`src/hdl/twm_regs.svh`:
```
// Function
// - Writing the address byte after a START starts shifting it at once.
// - Transmit-done flag sets after the address byte and its acknowledge bit.
// - Clearing transmit-done in transmit mode copies the buffer to the shifter.
// - Start request while owning the bus after a byte sends repeated START.
// - Stop request after the last byte sends STOP; clearing done sends nothing.
// - After a transmit STOP the port clears stop request and direction flag.
// - A driven 1 read back as 0 loses arbitration; port stops transmitting.
// - After loss clocks finish the byte, then arbitration flag and byte stored.
// - Loss in address byte matching own slave address sets the hit flag.
// - Read address acknowledge sets done, records acknowledge, clears direction.
// - Firmware clears done after read address; port transmits nothing further.
// - Reader acknowledges unless forced nack; receive flag sets when acking.
// - Clearing the receive flag starts shifting in the next byte once the buffer has room.
// - After a receive STOP the port clears stop request, direction stays 0.
// - During reads loss only while nacking; then no more clocks, flag set.
// - While transmit-done stays set the port holds the clock line low unless a START or STOP is requested.
// - A start request with the bus not owned sends START only once the bus is seen free.
// - Reading the first status register clears the arbitration-lost flag.
`ifndef TWM_REGS_SVH
`define TWM_REGS_SVH
`define TWM_CLK_PERIOD_NS 5
`define TWM_SCL_PERIOD_NS 160
`define TWM_QTR_CYCLES ((`TWM_SCL_PERIOD_NS / 4) / `TWM_CLK_PERIOD_NS)
`define TWM_FIFO_DEPTH 16
`define TWM_BYTE_BITS 8
`define TWM_LAST_BIT 3'h7
`define TWM_LAST_PHASE 2'h3
`define TWM_STOP_PHASE 2'h2
`endif

```
`src/hdl/twm_pkg.sv`:
```
package twm_pkg;
   typedef enum logic [5:0] {
      ST_IDLE  = 6'h01,
      ST_START = 6'h02,
      ST_HOLD  = 6'h04,
      ST_BIT   = 6'h08,
      ST_ACK   = 6'h10,
      ST_STOP  = 6'h20
   } twm_state_type;
endpackage

```
`src/hdl/twm_port.sv`:
```
`timescale 1ns/100ps
`include "twm_regs.svh"

module twm_fifo #(
   parameter int WIDTH = `TWM_BYTE_BITS,
   parameter int DEPTH = `TWM_FIFO_DEPTH
) (
   // Clock and reset
   input wire logic i_clock,
   input wire logic i_rst_n,
   // Fill side
   input wire logic i_in_valid,
   input wire logic [WIDTH-1:0] i_in_data,
   output logic o_in_ready,
   // Drain side
   output logic o_out_valid,
   output logic [WIDTH-1:0] o_out_data,
   input wire logic i_out_ready
);
   localparam int AW = $clog2(DEPTH);
   logic [WIDTH-1:0] mem_reg [DEPTH];
   logic [AW:0] wr_reg;
   logic [AW:0] rd_reg;
   logic push;
   logic pop;

   assign o_in_ready = (wr_reg - rd_reg) != (AW+1)'(DEPTH);
   assign o_out_valid = wr_reg != rd_reg;
   assign o_out_data = mem_reg[rd_reg[AW-1:0]];
   assign push = i_in_valid && o_in_ready;
   assign pop = o_out_valid && i_out_ready;

   always_ff @(posedge i_clock) begin
      if (push) begin
         mem_reg[wr_reg[AW-1:0]] <= i_in_data;
      end
   end

   always_ff @(posedge i_clock or negedge i_rst_n) begin
      if (!i_rst_n) begin
         wr_reg <= '0;
         rd_reg <= '0;
      end else begin
         if (push) begin
            wr_reg <= wr_reg + 1'b1;
         end
         if (pop) begin
            rd_reg <= rd_reg + 1'b1;
         end
      end
   end
endmodule

module twm_port import twm_pkg::*; #(
   parameter int QTR = `TWM_QTR_CYCLES,
   parameter int FIFO_DEPTH = `TWM_FIFO_DEPTH
) (
   // Clock and reset
   input wire logic i_clock,
   input wire logic i_rst_n,
   // Bus lines, open drain
   input wire logic i_scl_in,
   output logic o_scl_out,
   output logic o_scl_oe,
   input wire logic i_sda_in,
   output logic o_sda_out,
   output logic o_sda_oe,
   // Firmware control strobes
   input wire logic i_start_set,
   input wire logic i_start_clr,
   input wire logic i_stop_set,
   input wire logic i_start_sent_clr,
   input wire logic i_tx_done_clr,
   input wire logic i_rx_full_clr,
   input wire logic i_status_one_read,
   input wire logic i_tx_write,
   input wire logic [7:0] i_tx_data,
   input wire logic i_force_nack,
   input wire logic [6:0] i_own_slave_address,
   // Status
   output logic o_start_request,
   output logic o_stop_request,
   output logic o_start_sent_flag,
   output logic o_tx_done_flag,
   output logic o_rx_full_flag,
   output logic o_arb_lost_flag,
   output logic o_own_address_hit,
   output logic o_ack_seen,
   output logic o_xmit_mode,
   output logic o_bus_busy,
   // Receive buffer drain
   output logic o_rx_valid,
   output logic [7:0] o_rx_data,
   input wire logic i_rx_ready
);
   twm_state_type state_reg, state_next;
   logic scl_s1, scl_s2, scl_d, sda_s1, sda_s2, sda_d;
   logic [7:0] qcnt_reg;
   logic [1:0] phase_reg;
   logic [2:0] bit_reg;
   logic [7:0] shift_reg, tx_buf_reg, push_data_reg;
   logic scl_low_reg, scl_low_next, sda_low_reg, sda_low_next;
   logic byte_tx_reg, lost_reg, addr_reg, after_reg, own_reg, loaded_reg;
   logic nack_reg;
   logic push_reg, fifo_ready;
   logic active, stretch, tick, last_q, byte_end, lose_now;
   logic ev_lost_end, ev_byte_rx, ack_end, ev_tx_ack, ev_nack_lost;
   logic ev_start_done, ev_stop_done;
   logic go_stop, go_rstart, go_addr, go_txd, go_rxd;
   logic [7:0] byte_in;

   function automatic logic flag_next(input logic cur, input logic set,
                                      input logic clr);
      // Hardware set wins over a clear in the same cycle
      return set || (cur && !clr);
   endfunction

   // ---------------------------------------------------------------
   // Line sampling and bus state
   // ---------------------------------------------------------------
   always_ff @(posedge i_clock or negedge i_rst_n) begin
      if (!i_rst_n) begin
         {scl_s1, scl_s2, scl_d} <= 3'h7;
         {sda_s1, sda_s2, sda_d} <= 3'h7;
      end else begin
         {scl_s1, scl_s2, scl_d} <= {i_scl_in, scl_s1, scl_s2};
         {sda_s1, sda_s2, sda_d} <= {i_sda_in, sda_s1, sda_s2};
      end
   end

   always_ff @(posedge i_clock or negedge i_rst_n) begin
      if (!i_rst_n) begin
         o_bus_busy <= 1'b0;
      end else if (scl_s2 && scl_d && sda_d && !sda_s2) begin
         o_bus_busy <= 1'b1;
      end else if (scl_s2 && scl_d && !sda_d && sda_s2) begin
         o_bus_busy <= 1'b0;
      end
   end

   // ---------------------------------------------------------------
   // Bit timing
   // ---------------------------------------------------------------
   // A slave holding the clock low stretches the high quarters
   assign active = state_reg != ST_IDLE && state_reg != ST_HOLD;
   assign stretch = active && !scl_low_reg && !scl_s2;
   assign tick = active && !stretch && qcnt_reg == 8'(QTR - 1);
   assign last_q = tick && phase_reg == `TWM_LAST_PHASE;
   assign byte_end = state_reg == ST_BIT && last_q && bit_reg == `TWM_LAST_BIT;
   assign lose_now = state_reg == ST_BIT && last_q && byte_tx_reg &&
                     !lost_reg && shift_reg[7] && !sda_s2;
   assign byte_in = {shift_reg[6:0], sda_s2};
   assign ev_lost_end = byte_end && (lost_reg || lose_now);
   assign ev_byte_rx = byte_end && !byte_tx_reg;
   assign ack_end = state_reg == ST_ACK && last_q;
   assign ev_tx_ack = ack_end && byte_tx_reg;
   assign ev_nack_lost = ack_end && !byte_tx_reg && !sda_low_reg && !sda_s2;
   assign ev_start_done = state_reg == ST_START && last_q;
   assign ev_stop_done = state_reg == ST_STOP && tick &&
                         phase_reg == `TWM_STOP_PHASE;

   always_ff @(posedge i_clock or negedge i_rst_n) begin
      if (!i_rst_n) begin
         qcnt_reg <= 8'h00;
         phase_reg <= 2'h0;
         bit_reg <= 3'h0;
      end else begin
         if (state_next != state_reg || !active || tick) begin
            qcnt_reg <= 8'h00;
         end else if (!stretch) begin
            qcnt_reg <= qcnt_reg + 8'h01;
         end
         if (state_next != state_reg) begin
            phase_reg <= 2'h0;
         end else if (tick) begin
            phase_reg <= phase_reg + 2'h1;
         end
         if (state_reg != ST_BIT) begin
            bit_reg <= 3'h0;
         end else if (last_q) begin
            bit_reg <= bit_reg + 3'h1;
         end
      end
   end

   // ---------------------------------------------------------------
   // Sequencer
   // ---------------------------------------------------------------
   assign go_stop = state_reg == ST_HOLD && o_stop_request;
   assign go_rstart = state_reg == ST_HOLD && !go_stop && after_reg &&
                      o_start_request;
   assign go_addr = state_reg == ST_HOLD && !go_stop && !after_reg &&
                    loaded_reg;
   assign go_txd = state_reg == ST_HOLD && !go_stop && !go_rstart &&
                   after_reg && o_xmit_mode && !o_tx_done_flag;
   // Receive waits for flag clear and buffer room
   assign go_rxd = state_reg == ST_HOLD && !go_stop && !go_rstart &&
                   after_reg && !o_xmit_mode && !o_tx_done_flag &&
                   !o_rx_full_flag && fifo_ready;

   always_comb begin
      state_next = state_reg;
      unique case (state_reg)
         ST_IDLE: begin
            if (o_start_request && !o_stop_request && !o_bus_busy) begin
               state_next = ST_START;
            end
         end
         ST_START: begin
            if (last_q) begin
               state_next = ST_HOLD;
            end
         end
         ST_HOLD: begin
            if (go_stop) begin
               state_next = ST_STOP;
            end else if (go_rstart) begin
               state_next = ST_START;
            end else if (go_addr || go_txd || go_rxd) begin
               state_next = ST_BIT;
            end
         end
         ST_BIT: begin
            if (ev_lost_end) begin
               state_next = ST_IDLE;
            end else if (byte_end) begin
               state_next = ST_ACK;
            end
         end
         ST_ACK: begin
            if (ev_nack_lost) begin
               state_next = ST_IDLE;
            end else if (ack_end) begin
               state_next = ST_HOLD;
            end
         end
         ST_STOP: begin
            if (ev_stop_done) begin
               state_next = ST_IDLE;
            end
         end
      endcase
   end

   always_ff @(posedge i_clock or negedge i_rst_n) begin
      if (!i_rst_n) begin
         state_reg <= ST_IDLE;
      end else begin
         state_reg <= state_next;
      end
   end

   always_ff @(posedge i_clock or negedge i_rst_n) begin
      if (!i_rst_n) begin
         shift_reg <= 8'h00;
         byte_tx_reg <= 1'b0;
         lost_reg <= 1'b0;
         addr_reg <= 1'b0;
         after_reg <= 1'b0;
         own_reg <= 1'b0;
         nack_reg <= 1'b0;
      end else begin
         if (go_addr || go_txd) begin
            shift_reg <= tx_buf_reg;
         end else if (state_reg == ST_BIT && last_q) begin
            shift_reg <= byte_in;
         end
         if (go_addr || go_txd || go_rxd) begin
            byte_tx_reg <= !go_rxd;
            lost_reg <= 1'b0;
            addr_reg <= go_addr;
            // Taken per byte, so a change made while acking hits the next
            nack_reg <= go_rxd && i_force_nack;
         end else if (lose_now) begin
            lost_reg <= 1'b1;
         end
         if (ev_start_done) begin
            after_reg <= 1'b0;
         end else if (ack_end) begin
            after_reg <= 1'b1;
         end
         if (ev_start_done) begin
            own_reg <= 1'b1;
         end else if (state_next == ST_IDLE) begin
            own_reg <= 1'b0;
         end
      end
   end

   // ---------------------------------------------------------------
   // Line drivers
   // ---------------------------------------------------------------
   always_comb begin
      scl_low_next = scl_low_reg;
      sda_low_next = sda_low_reg;
      unique case (state_reg)
         ST_IDLE: begin
            scl_low_next = 1'b0;
            sda_low_next = 1'b0;
         end
         ST_START: begin
            scl_low_next = (phase_reg == 2'h0 && own_reg) ||
                           phase_reg == 2'h3;
            sda_low_next = phase_reg[1];
         end
         ST_HOLD: begin
            scl_low_next = 1'b1;
         end
         ST_BIT: begin
            scl_low_next = !phase_reg[1];
            if (phase_reg == 2'h0) begin
               // Lost master only clocks and listens
               sda_low_next = byte_tx_reg && !lost_reg && !shift_reg[7];
            end
         end
         ST_ACK: begin
            scl_low_next = !phase_reg[1];
            if (phase_reg == 2'h0) begin
               sda_low_next = !byte_tx_reg && !nack_reg;
            end
         end
         ST_STOP: begin
            scl_low_next = phase_reg == 2'h0;
            sda_low_next = phase_reg < 2'h2;
         end
      endcase
   end

   always_ff @(posedge i_clock or negedge i_rst_n) begin
      if (!i_rst_n) begin
         scl_low_reg <= 1'b0;
         sda_low_reg <= 1'b0;
      end else begin
         scl_low_reg <= scl_low_next;
         sda_low_reg <= sda_low_next;
      end
   end

   assign o_scl_out = 1'b0;
   assign o_sda_out = 1'b0;
   assign o_scl_oe = scl_low_reg;
   assign o_sda_oe = sda_low_reg;

   // ---------------------------------------------------------------
   // Control and status flags
   // ---------------------------------------------------------------
   always_ff @(posedge i_clock or negedge i_rst_n) begin
      if (!i_rst_n) begin
         o_start_request <= 1'b0;
         o_stop_request <= 1'b0;
         o_start_sent_flag <= 1'b0;
         o_tx_done_flag <= 1'b0;
         o_rx_full_flag <= 1'b0;
         o_arb_lost_flag <= 1'b0;
         o_own_address_hit <= 1'b0;
         o_ack_seen <= 1'b0;
         o_xmit_mode <= 1'b0;
         tx_buf_reg <= 8'h00;
         loaded_reg <= 1'b0;
      end else begin
         o_start_request <= flag_next(o_start_request, i_start_set,
                                      i_start_clr);
         // A stop request with the bus not owned is simply dropped
         o_stop_request <= flag_next(o_stop_request, i_stop_set,
            ev_stop_done || state_reg == ST_IDLE);
         o_start_sent_flag <= flag_next(o_start_sent_flag, ev_start_done,
                                        i_start_sent_clr);
         o_tx_done_flag <= flag_next(o_tx_done_flag, ev_tx_ack,
                                     i_tx_done_clr);
         o_rx_full_flag <= flag_next(o_rx_full_flag, ev_byte_rx,
                                     i_rx_full_clr);
         o_arb_lost_flag <= flag_next(o_arb_lost_flag,
            ev_lost_end || ev_nack_lost, i_status_one_read);
         o_own_address_hit <= flag_next(o_own_address_hit,
            ev_lost_end && addr_reg &&
            byte_in[7:1] == i_own_slave_address,
            ev_start_done || ev_stop_done);
         if (ev_tx_ack) begin
            o_ack_seen <= !sda_s2;
         end
         if (ev_start_done) begin
            o_xmit_mode <= 1'b1;
         end else if (lose_now || ev_stop_done || ev_nack_lost ||
                      (ev_tx_ack && addr_reg && shift_reg[0])) begin
            o_xmit_mode <= 1'b0;
         end
         if (i_tx_write) begin
            tx_buf_reg <= i_tx_data;
         end
         // A data byte left over must not go out as the next address
         loaded_reg <= flag_next(loaded_reg, i_tx_write,
                                 go_addr || ev_start_done);
      end
   end

   // ---------------------------------------------------------------
   // Receive buffer
   // ---------------------------------------------------------------
   always_ff @(posedge i_clock or negedge i_rst_n) begin
      if (!i_rst_n) begin
         push_reg <= 1'b0;
         push_data_reg <= 8'h00;
      end else begin
         push_reg <= ev_byte_rx || ev_lost_end;
         if (byte_end) begin
            push_data_reg <= byte_in;
         end
      end
   end

   // Room is checked before each read byte; a byte kept after arbitration loss is pushed unchecked
   twm_fifo #(.WIDTH(`TWM_BYTE_BITS), .DEPTH(FIFO_DEPTH)) u_rx_fifo (
      .i_clock(i_clock),
      .i_rst_n(i_rst_n),
      .i_in_valid(push_reg),
      .i_in_data(push_data_reg),
      .o_in_ready(fifo_ready),
      .o_out_valid(o_rx_valid),
      .o_out_data(o_rx_data),
      .i_out_ready(i_rx_ready)
   );
endmodule

```
`config.mk`:
```
export PLATFORM = sky130hd
export DESIGN_NAME = twm_port
export DESIGN_NICKNAME = d
export VERILOG_FILES = /design/src/hdl/twm_pkg.sv /design/src/hdl/twm_port.sv
export VERILOG_INCLUDE_DIRS = /design/src /design/src/hdl
export SDC_FILE = /design/constraint.sdc
export NUM_CORES = 1
export LEC_CHECK = 0
export ABC_AREA = 0
export BUFFER_PORTS_ARGS = -buffer_cell sky130_fd_sc_hd__buf_4
export CORE_ASPECT_RATIO = 0.9
export CORE_MARGIN = 1
export CORE_UTILIZATION = 60
export CTS_BUF_LIST = sky130_fd_sc_hd__clkbuf_16
export CTS_CLUSTER_SIZE = 20
export DETAILED_ROUTE_END_ITERATION = 12
export MAX_ROUTING_LAYER = met4
export PLACE_DENSITY = 0.79
export RECOVER_POWER = 100
export SYNTH_ARGS = -nofsm -noshare
export SYNTH_HDL_FRONTEND = slang
export SYNTH_SLANG_ARGS = --single-unit
```
`constraint.sdc`:
```
create_clock -name i_clock -period 3.8 [get_ports i_clock]
set_input_delay 0 -clock i_clock [delete_from_list [all_inputs] [get_ports i_clock]]
set_output_delay 0 -clock i_clock [all_outputs]
set_load 0.05 [all_outputs]
```
* Word-level counts from Yosys, hierarchy flattened
Memory sizes are Yosys's and may differ from the RTL's.
Cells that the tools add are included.
** Word-level totals
- Bits in registers :: 79
- Memory bits (writable) :: 128
- Bits of input ports :: 29
- Logic and storage cells :: 224
- Memories kept :: 1
** Operators by class
- Add/subtract/negate cells :: 6
- Magnitude comparators :: 1
- Equal/unequal tests :: 21
- Muxes and demuxes :: 35
- Reductions and logical operators :: 125
** Memories
- u_rx_fifo.mem_reg :: words 16, bits a word 8, rd ports 1, clocked after memory_dff 0, write ports 1, line twm_port.sv:21 : logic [WIDTH-1:0] mem_reg [DEPTH];
** Operator list (count)
- 1-bit logical AND :: 62
- 6-bit 2-to-1 mux :: 10
- 6-bit case mux with 6 select lines :: 1
- 8-bit 2-to-1 mux :: 4
- 1-bit zero test :: 29
- 1-bit logical OR :: 22
- 2-bit nonzero test :: 8
- 1-bit 2-to-1 mux :: 14
- 6-bit by 1-bit equality test with 1-bit output (second input constant) :: 2
- 5-bit by 1-bit adder with 5-bit output (second input constant) :: 2
- 1-bit case mux with 5 select lines :: 2
- 8-bit by 1-bit adder with 8-bit output (second input constant) :: 1
- 8-bit by 3-bit equality test with 1-bit output (second input constant) :: 1
- 7-bit equality test :: 1
- 6-bit by 2-bit equality test with 1-bit output (second input constant) :: 1
- 6-bit by 3-bit equality test with 1-bit output (second input constant) :: 1
- 6-bit by 4-bit equality test with 1-bit output (second input constant) :: 1
- 6-bit by 5-bit equality test with 1-bit output (second input constant) :: 1
- 6-bit equality test (second input constant) :: 1
- 3-bit 2-to-1 mux :: 2
- 2-bit by 1-bit inequality test with 1-bit output (second input constant) :: 3
- 6-bit by 1-bit inequality test with 1-bit output (second input constant) :: 1
- 6-bit by 3-bit inequality test with 1-bit output (second input constant) :: 1
- 6-bit by 4-bit inequality test with 1-bit output (second input constant) :: 1
- other kinds (14) :: 16

* Depth between registers and ports, before layout
Gate-level depths: netlist (run 1).
- Depth after elaboration :: 22
- Depth in mapped cells :: 12
- Mapped depth without buffers :: 9

* Cells and area by module
Synthesis (run 1) repeated with hierarchy kept, for this count alone.
** Unflattened totals
- Cell total of the unflattened synthesis :: 623
- Area total of the unflattened synthesis :: 9187.6 µm²
** Modules (own cells, without submodules)
- twm_fifo :: instances 1, cells an instance 289, area each 5753.0 µm², seq. area each 4093.9 µm²
- twm_port :: instances 1, cells an instance 334, area each 3434.5 µm², seq. area each 1735.4 µm²

* Least setup slack after synthesis (run 1)
Ideal clock, no wire load.
- Kind :: flip-flop to flip-flop
- From :: reg u_rx_fifo.rd_reg[1]
- To :: mem u_rx_fifo.mem_reg[3][0] (netlist bit), enable pin
- Setup time :: 383 ps
- Arrival :: 2989 ps
- Path slack :: 428 ps
- Cell stages (with the launch flop) :: 13
- Path through :: dfrtp_1 -> clkbuf_1 -> clkbuf_1 -> inv_1 -> ha_1 -> nor2b_1 -> o211ai_1 -> nand2_1 -> a21oi_1 -> o21a_1 -> clkbuf_1 -> nand2_1 -> nor3_1
** On the way
- Longest elaborated chain between the ends :: 5
** RTL lines
- from (decl) :: line twm_port.sv:23 : logic [AW:0] rd_reg;
- from (signal assigned) :: line twm_port.sv:48 : rd_reg <= rd_reg + 1'b1;
- 5-bit subtractor :: line twm_port.sv:27 : assign o_in_ready = (wr_reg - rd_reg) != (AW+1)'(DEPTH);
- 5-bit inequality test :: line twm_port.sv:27
- 1-bit logical AND :: line twm_port.sv:30 : assign push = i_in_valid && o_in_ready;
- 1-bit 2-to-1 mux :: line twm_port.sv:34 : if (push) begin
- 1-bit 2-to-1 mux (not written as such) :: line twm_port.sv:35 : mem_reg[wr_reg[AW-1:0]] <= i_in_data;
- to (decl) :: line twm_port.sv:21
Every way passes these cells.

* Worst setup path after layout (run 1)
- From :: reg u_rx_fifo.rd_reg[3]
- To :: mem u_rx_fifo.mem_reg[10][6] (netlist bit), enable pin
The elaborated chain is that of the path after synthesis.

==> results of run 1 <==
## what timing repair did
| action | in CTS | in global routing |
|---|---|---|
| resized for setup | 0 | 0 |
| hold endpoints to repair | 93 | 0 |
| hold buffers | 32 | 0 |
## area by class of cell
class,instances,share of cell area [%]
repair buffers,103,6.90
clock inverters,13,0.992
well taps,198,2.37
flip-flops and latches,207,55.7
clock buffers,21,5.02
multi-input cells,377,28.4
inverters,16,0.574
## worst max path at each step
stage,startpoint,to,cells after the start
after floorplan,u_rx_fifo.rd_reg[1],u_rx_fifo.mem_reg[3][0],12
final,u_rx_fifo.rd_reg[3],u_rx_fifo.mem_reg[10][6],10
after global placement,u_rx_fifo.rd_reg[3],u_rx_fifo.mem_reg[5][1],10
after detailed placement,u_rx_fifo.rd_reg[3],qcnt_reg[0],9
after global routing,u_rx_fifo.rd_reg[3],u_rx_fifo.mem_reg[10][2],10
after CTS,u_rx_fifo.rd_reg[3],u_rx_fifo.mem_reg[5][4],10
## report_power, final
part	switching (mW)	internal (mW)	total [mW]
clock network	0.797	1.13	1.92
registers	0.0786	2.44	2.52
logic	0.553	0.388	0.941
total	1.43	3.96	5.39
## metrics by stage
| step | utilization, % | hold slack (ns) | setup slack [ns] |
|---|---|---|---|
| 2_1_floorplan | - | -0.296 | 0.428 |
| 3_3_place_gp | 65.7 | 0.110 | 0.855 |
| 3_5_place_dp | 65.7 | 0.110 | 0.754 |
| 4_1_cts | 72.1 | 0.162 | 0.729 |
| 5_1_grt | 71.1 | 0.176 | 0.268 |
| 6_report | 71.1 | 0.172 | 0.439 |
## cell usage after synthesis (all sizes together), types with 2 or more instances
cell | number | area, sq um
nand3 | 19 | 95.1
nor4b | 2 | 23.8
or3 | 3 | 18.8
buf | 11 | 67.6
or2 | 2 | 12.5
a21oi | 16 | 80.1
inv | 16 | 60.1
a31oi | 4 | 25.0
dfrtp | 72 | 1800
nor2b | 3 | 18.8
o211ai | 4 | 30.0
nand2b | 10 | 62.6
mux2 | 9 | 101
clkbuf | 20 | 76.3
nand2 | 69 | 259
nor2 | 40 | 150
mux4 | 40 | 901
o21ai | 15 | 75.1
nor4 | 6 | 43.8
nor3 | 21 | 110
or4 | 4 | 33.8
xor2 | 9 | 78.8
and2 | 4 | 25.0
and3 | 2 | 12.5
dfstp | 7 | 184
xnor2 | 20 | 175
edfxtp | 128 | 3840
nand3b | 3 | 22.5
nor3b | 2 | 15.0
a22oi | 12 | 90.1
ha | 15 | 188
a211oi | 3 | 22.5
o31ai | 2 | 15.0
o21a | 2 | 15.0
a21o | 2 | 15.0
nand4 | 10 | 62.6
## per-layer routing
| layer | GRT usage [%] | up-vias | wire length [um] |
|---|---|---|---|
| met5 | - | - | 0 |
| met2 | 44.9 | 257 | 9930 |
| met1 | 42.8 | 2953 | 9190 |
| met4 | 7.05 | 0 | 522 |
| met3 | 3.95 | 47 | 1530 |
| li1 | - | 2564 | - |
## worst max-delay path, stage by stage (launching register included)
cell and delay, ns:
dfrtp_1 0.42, inv_2 0.28, ha_1 0.34, a21o_1 0.26, nand4_1 0.13, nand2_1 0.07, a21oi_1 0.16, o21a_1 0.30
nand2_1 0.17, nor2_1 0.15, clkbuf_1 0.71
## kinds of logic (layout without fill, tap and decap cells)
group	Yosys count	count (layout)	share of synthesized area, %
buffers and inverters	47	153	2.26
other	1	2	0.0416
muxes	50	50	11.2
and+or+nand+nor	206	206	11.4
AOI/OAI and AO/OA	75	75	5.59
DFF	207	207	64.6
xor gates and xnor gates	29	29	2.82
adders and majority gates	15	15	2.08
==> metrics.md, run 1 <==
| Metric | Value |
|---|---|
| Area Overhead vs Synth | 16.0% |
| CTS tree | done |
| Worst vdd ir | about 0.34 mV |
| Leakage power | 3.59 nW |
| Syn Area/Cell | 14.3 sq um |
| Post-synth EDFFs | 128 |
| Post-CTS Setup Bufs | 0 |
| Clock Sinks | 207 |
| Post-route design area | 10500 sq um |
| Register area share after synthesis | approximately 65% |
| DR vias/cell | ~6.2 |
| Tmin final | ~3.4 ns |
| GPL Wtd Cong | approximately 0.89 |
| Setup Crit Path Kind | reg -> reg |
| Post-DRT Antenna Nets | 0 |
| Hold Crit Depth | 2 |
| Reg area | 5830 sq um |
| Clk buf depth | 3 |
| Status | finished, violations left |
| Routed WL | 21200 um |
| Largest net degree at the start of global routing | 80 |
| Die Span X | 131 um |
| Overall Global Routing Usage | 29.4% |
| Overflow left after global routing | 0 |
| DRT Pass-1 Iters | 5 |
| Multi-input logic area | 2980 sq um |
| Reg2reg path depth | 10 |
| Ports | 52 |
| Number of buffers created by CTS | 21 |
| CP Max Fanout | 9 |
| Setup_tns | 0 ns |
| Synthesis Warnings | 0 |
| Remaining DRCs | 0 |
| DP Cell Count | 869 |
| Required @ worst endpoint | 3.91 ns |
| R2r endpoint | u_rx_fifo.mem_reg[10][6] |
| Initial Util | 61.3% |
| Max Cap Violations | 1 |
| Endpoints failing setup | 0 |
| Core ar. | roughly 15000 sq um |
| Final Hold Vio Count | 0 |
| Pins Over Slew Limit | 80 |
| Setup Skew | 0.0129 ns |
| HP Start | i_sda_in |
| F_max | 0.298 GHz |
| Headroom to the max-slew limit | -29.5% |
| Post-synth ARST share | 38.2% |
| Count of cell types in the netlist | 69 |
| N_diodes | 0 |
| Site Rows | 42 |
| Die area | 15500 sq um |
| Failing checks | max-capacitance violations, max-slew violations |
| Mapped Cells | 630 |
| Root buf cell | clkbuf_16 |
| Final nets | 770 |
| DR WL/cell | 22.6 um |
| Antenna violations before repair | 0 |
| Fill cells | 966 |
| CP Capture Type | flop |
| Most common cell after layout, fill and taps aside | edfxtp_1 |
| I/O Buffers | 49 |
| Most frequent cells in the layout | edfxtp_1, dfrtp_1, nand2_1 |
| Hold Path Sink | sda_s1 |
| Later-pin clock latency in the skew report | 0.49 ns |
| Layout cells sized above 1 | 17.4% |
| Mapped Area | around 9000 sq um |
| Non-filler instance count after layout | 935 |
| Die Span Y | roughly 120 um |
| Primary FF master, synth | edfxtp_1 |
| Final period util | between 80% and 90% |
| Worst-margin pin slew | 1.94 ns |
| Iteration-0 DRC count of the detailed router | 652 |
| Clk slew on worst S/H paths | 0.06 ns |
| First-pass GRT wire length | roughly 33000 um |
| DP HPWL | roughly 14000 um |
| Vias in the first global route | roughly 5800 |
| Largest register FFs | around 130 |
| Worst Path Arrival | 3.47 ns |
| Flop2flop setup slack | about 0.44 ns |
| Area post-placement | just under 10000 sq um |
| Count of state elements after synthesis | 207 |
| Critical Path Start Type | flop |
| Vias | between 5000 and 6000 |
| Total power | 5.39 mW |
| Reg-to-reg startpoint | u_rx_fifo.rd_reg[3] |
| Unrepaired setup endpoints after global routing | false |
| PD cells | 515 nW/um^2 |
| H-tree lvl count | 1 |
| Hold WC Path Type | in -> reg |
Power figures use the tool's default switching activity.
==> run 2, diff against run 1 <==
--- a/config.mk
+++ b/config.mk
@@ -8,14 +8,16 @@
 export LEC_CHECK = 0
 export ABC_AREA = 0
 export BUFFER_PORTS_ARGS = -buffer_cell sky130_fd_sc_hd__buf_4
+export CELL_PAD_IN_SITES_DETAIL_PLACEMENT = 1
+export CELL_PAD_IN_SITES_GLOBAL_PLACEMENT = 1
 export CORE_ASPECT_RATIO = 0.9
 export CORE_MARGIN = 1
-export CORE_UTILIZATION = 60
+export CORE_UTILIZATION = 51
 export CTS_BUF_LIST = sky130_fd_sc_hd__clkbuf_16
 export CTS_CLUSTER_SIZE = 20
 export DETAILED_ROUTE_END_ITERATION = 12
 export MAX_ROUTING_LAYER = met4
-export PLACE_DENSITY = 0.79
+export PLACE_DENSITY_LB_ADDON = 0.1
 export RECOVER_POWER = 100
 export SYNTH_ARGS = -nofsm -noshare
 export SYNTH_HDL_FRONTEND = slang
==> run 2 against run 1 <==
Against the previous run: clock-buffer cell count up 2; cell count up 3.7%; non-clock buffer count decreased by 8; final area is 0.78% higher; sequential power about the same; clock skew barely moved; clock power up 8%; via count fell by 2.1%; critical endpoint is now o_rx_data[2]; hold slack got worse by 0.012 ns; combinational power decreased by 3.6%; largest cell class unchanged; the flow still finishes with violations (max-capacitance violations, max-slew violations).
==> metrics.md, run 2 (synthesis gave the netlist of run 1 again) <==
| Metric | Value |
|---|---|
| Status | finished, violations left |
| Failing checks | max-capacitance violations, max-slew violations |
| Core ar. | 17100 sq um (+16%) |
| Hold WC Path Type | in -> reg |
| Post-route design area | 10500 sq um (+0.78%) |
| Setup Crit Path Kind | reg -> out |
| Final Hold Vio Count | 0 (unchanged) |
| Leakage power | 3.63 nW (+1.1%) |
| Root buf cell | clkbuf_16 |
| Critical Path Start Type | flop |
| Worst vdd ir | 0.483 mV (+43%) |
| Site Rows | 45 (+7.1%) |
| DR vias/cell | 5.87 (-5.7%) |
| CTS tree | done |
| Layout cells sized above 1 | 17.6% (+0.18 points) |
| Int Pwr | 4.05 mW (+2.3%) |
| Clock power share | 37.4% (+1.7 points) |
| Hold Crit Depth | 2 (unchanged) |
| Worst Setup EP | o_rx_data[2] |
| GPL Wtd Cong | 0.885 (-0.57%) |
| Final period util | 89.0% (+0.52 points) |
| Ports | 52 (unchanged) |
| Clk buf depth | 3 (unchanged) |
| Clock Sinks | 207 (unchanged) |
| DP HPWL | 15000 um (+8.5%) |
| Die area | 18200 sq um (+17%) |
| CP Capture Type | primary output |
| Number of buffers created by CTS | 22 (+4.8%) |
| H-tree lvl count | 1 (unchanged) |
| Clk slew on worst S/H paths | 0.06 ns (about the same) |
| R2r endpoint | shift_reg[1] |
| Endpoints failing setup | 0 (unchanged) |
| Unrepaired setup endpoints after global routing | false |
| Net Sw Frac | 26.7% (+0.15 points) |
| Routed WL | 22700 um (+7.3%) |
| Antenna violations before repair | 0 (unchanged) |
| HP Start | i_scl_in |
| Vias in the first global route | 5976 (+2.6%) |
| Die Span Y | 128 um (+8.3%) |
| Post-DRT Antenna Nets | 0 (unchanged) |
| N_diodes | 0 (unchanged) |
| I/O Buffers | 49 (unchanged) |
| Largest register FFs | 128 (unchanged) |
| Max Cap Violations | 1 (unchanged) |
| Reg2reg path depth | 6 (-4) |
| PD cells | 523 nW/um^2 (+1.7%) |
| Area Overhead vs Synth | 16.9% |
| Setup Skew | 0.0125 ns (-0.000384 ns) |
| Tmin final | 3.38 ns (+0.0197 ns) |
| CP startpoint | u_rx_fifo.rd_reg[0] |
| Area post-placement | 9650 sq um (-0.14%) |
| Iteration-0 DRC count of the detailed router | 565 (-13%) |
| Flop2flop setup slack | 0.47 ns (+0.03 ns) |
| Setup_tns | 0 ns (unchanged) |
| Most common cell after layout, fill and taps aside | edfxtp_1 |
| Worst Path Arrival | 3.38 ns (-0.09 ns) |
| Remaining DRCs | 0 (unchanged) |
| Overall Global Routing Usage | 27.3% (-2.1 points) |
| DRT Pass-1 Iters | 4 (-1) |
| F_max | 0.296 GHz (-0.58%) |
| Switching power | 1.47 mW (+3.1%) |
| Overflow left after global routing | 0 (unchanged) |
| DR WL/cell | 23.4 um (+3.4%) |
| Worst-margin pin slew | 2.01 ns (+0.0653 ns) |
| Required @ worst endpoint | 3.80 ns (-0.11 ns) |
| Largest net degree at the start of global routing | 80 (unchanged) |
| Vias | 5696 (-2.1%) |
| CP Max Fanout | 35 (+26) |
| Final nets | 763 (-0.91%) |
| Later-pin clock latency in the skew report | 0.51 ns (+0.02 ns) |
| Pins Over Slew Limit | 80 (unchanged) |
| Most frequent cells in the layout | edfxtp_1, dfrtp_1, nand2_1 |
| Initial Util | 52.9% (-8.4 points) |
| Reg-to-reg startpoint | state_reg[5] |
| Die Span X | 142 um (+8.3%) |
| Logic pwr share | 16.4% (-1.1 points) |
| First-pass GRT wire length | 35500 um (+6.1%) |
| Sequential share of power | 46.1% (-0.7 points) |
| Headroom to the max-slew limit | -33.8% (-4.4 points) |
-- run 2: cell count changes in the layout (fill, tap and decap cells not counted), moves of 2 or more --
cell | previous run | this run
clkbuf_1 | 29 | 22
inv_1 | 20 | 26
clkinv_1 | 4 | 2
clkbuf_16 | 21 | 23
-- run 2: power by group through the flow --
stage	clock network (mW)	registers (mW)	logic, mW
after floorplan	0	2.55	0.707
after global placement	0	2.58	0.868
after detailed placement	0	2.59	0.892
after CTS	2.09	2.54	0.928
after global routing	2.17	2.56	0.991
final	2.07	2.55	0.907
-- run 2: stage by stage --
stage	hold WS (ns)	utilization, %	power [mW]	instances	setup WS, ns
final	0.160	61.8	5.52	970	0.419
after CTS	0.132	62.5	5.57	970	0.611
after global routing	0.158	61.8	5.72	970	0.185
after detailed placement	0.111	56.6	3.48	898	0.669
after global placement	0.109	56.6	3.45	898	0.779
after floorplan	-0.296	-	3.26	631	0.428
-- run 2: repair_timing --
item	in CTS	in global routing
gates resized for setup	0	0
hold buffers	32	0
buffers inserted	0	0
hold endpoints to repair	93	0
-- run 2: how the worst min path moves through the flow --
stage,end,slack (ns)
floorplan,addr_reg,-0.30
global placement,sda_s1,0.11
detailed placement,sda_s1,0.11
CTS,sda_s1,0.13
global route,sda_s1,0.16
finish,scl_s1,0.16
-- run 2: metal layers --
metal  track usage, %  part of all wire, %  up-vias
met4             5.69                  1.4        0
met1             40.1                   48     2966
li1                 -                    -     2551
met2             41.1                   46      161
met5                -                    0        -
met3             3.62                  5.0       18
-- run 2: layout make-up --
class	instances	area (sq um)
Tap cell	235	294
Clock buffer	23	576
Timing Repair Buffer	95	688
Multi-Input combinational cell	377	2980
Fill cell	1639	6510
Clock inverter	17	121
Sequential cell	207	5830
Inverter	16	60.1
-- run 2: worst max-delay path, stage by stage (launching register included) --
cell and delay [ns]:
dfrtp_2 0.39, clkbuf_2 0.99, mux4_2 0.68, mux4_2 0.52
clkbuf_2 0.26
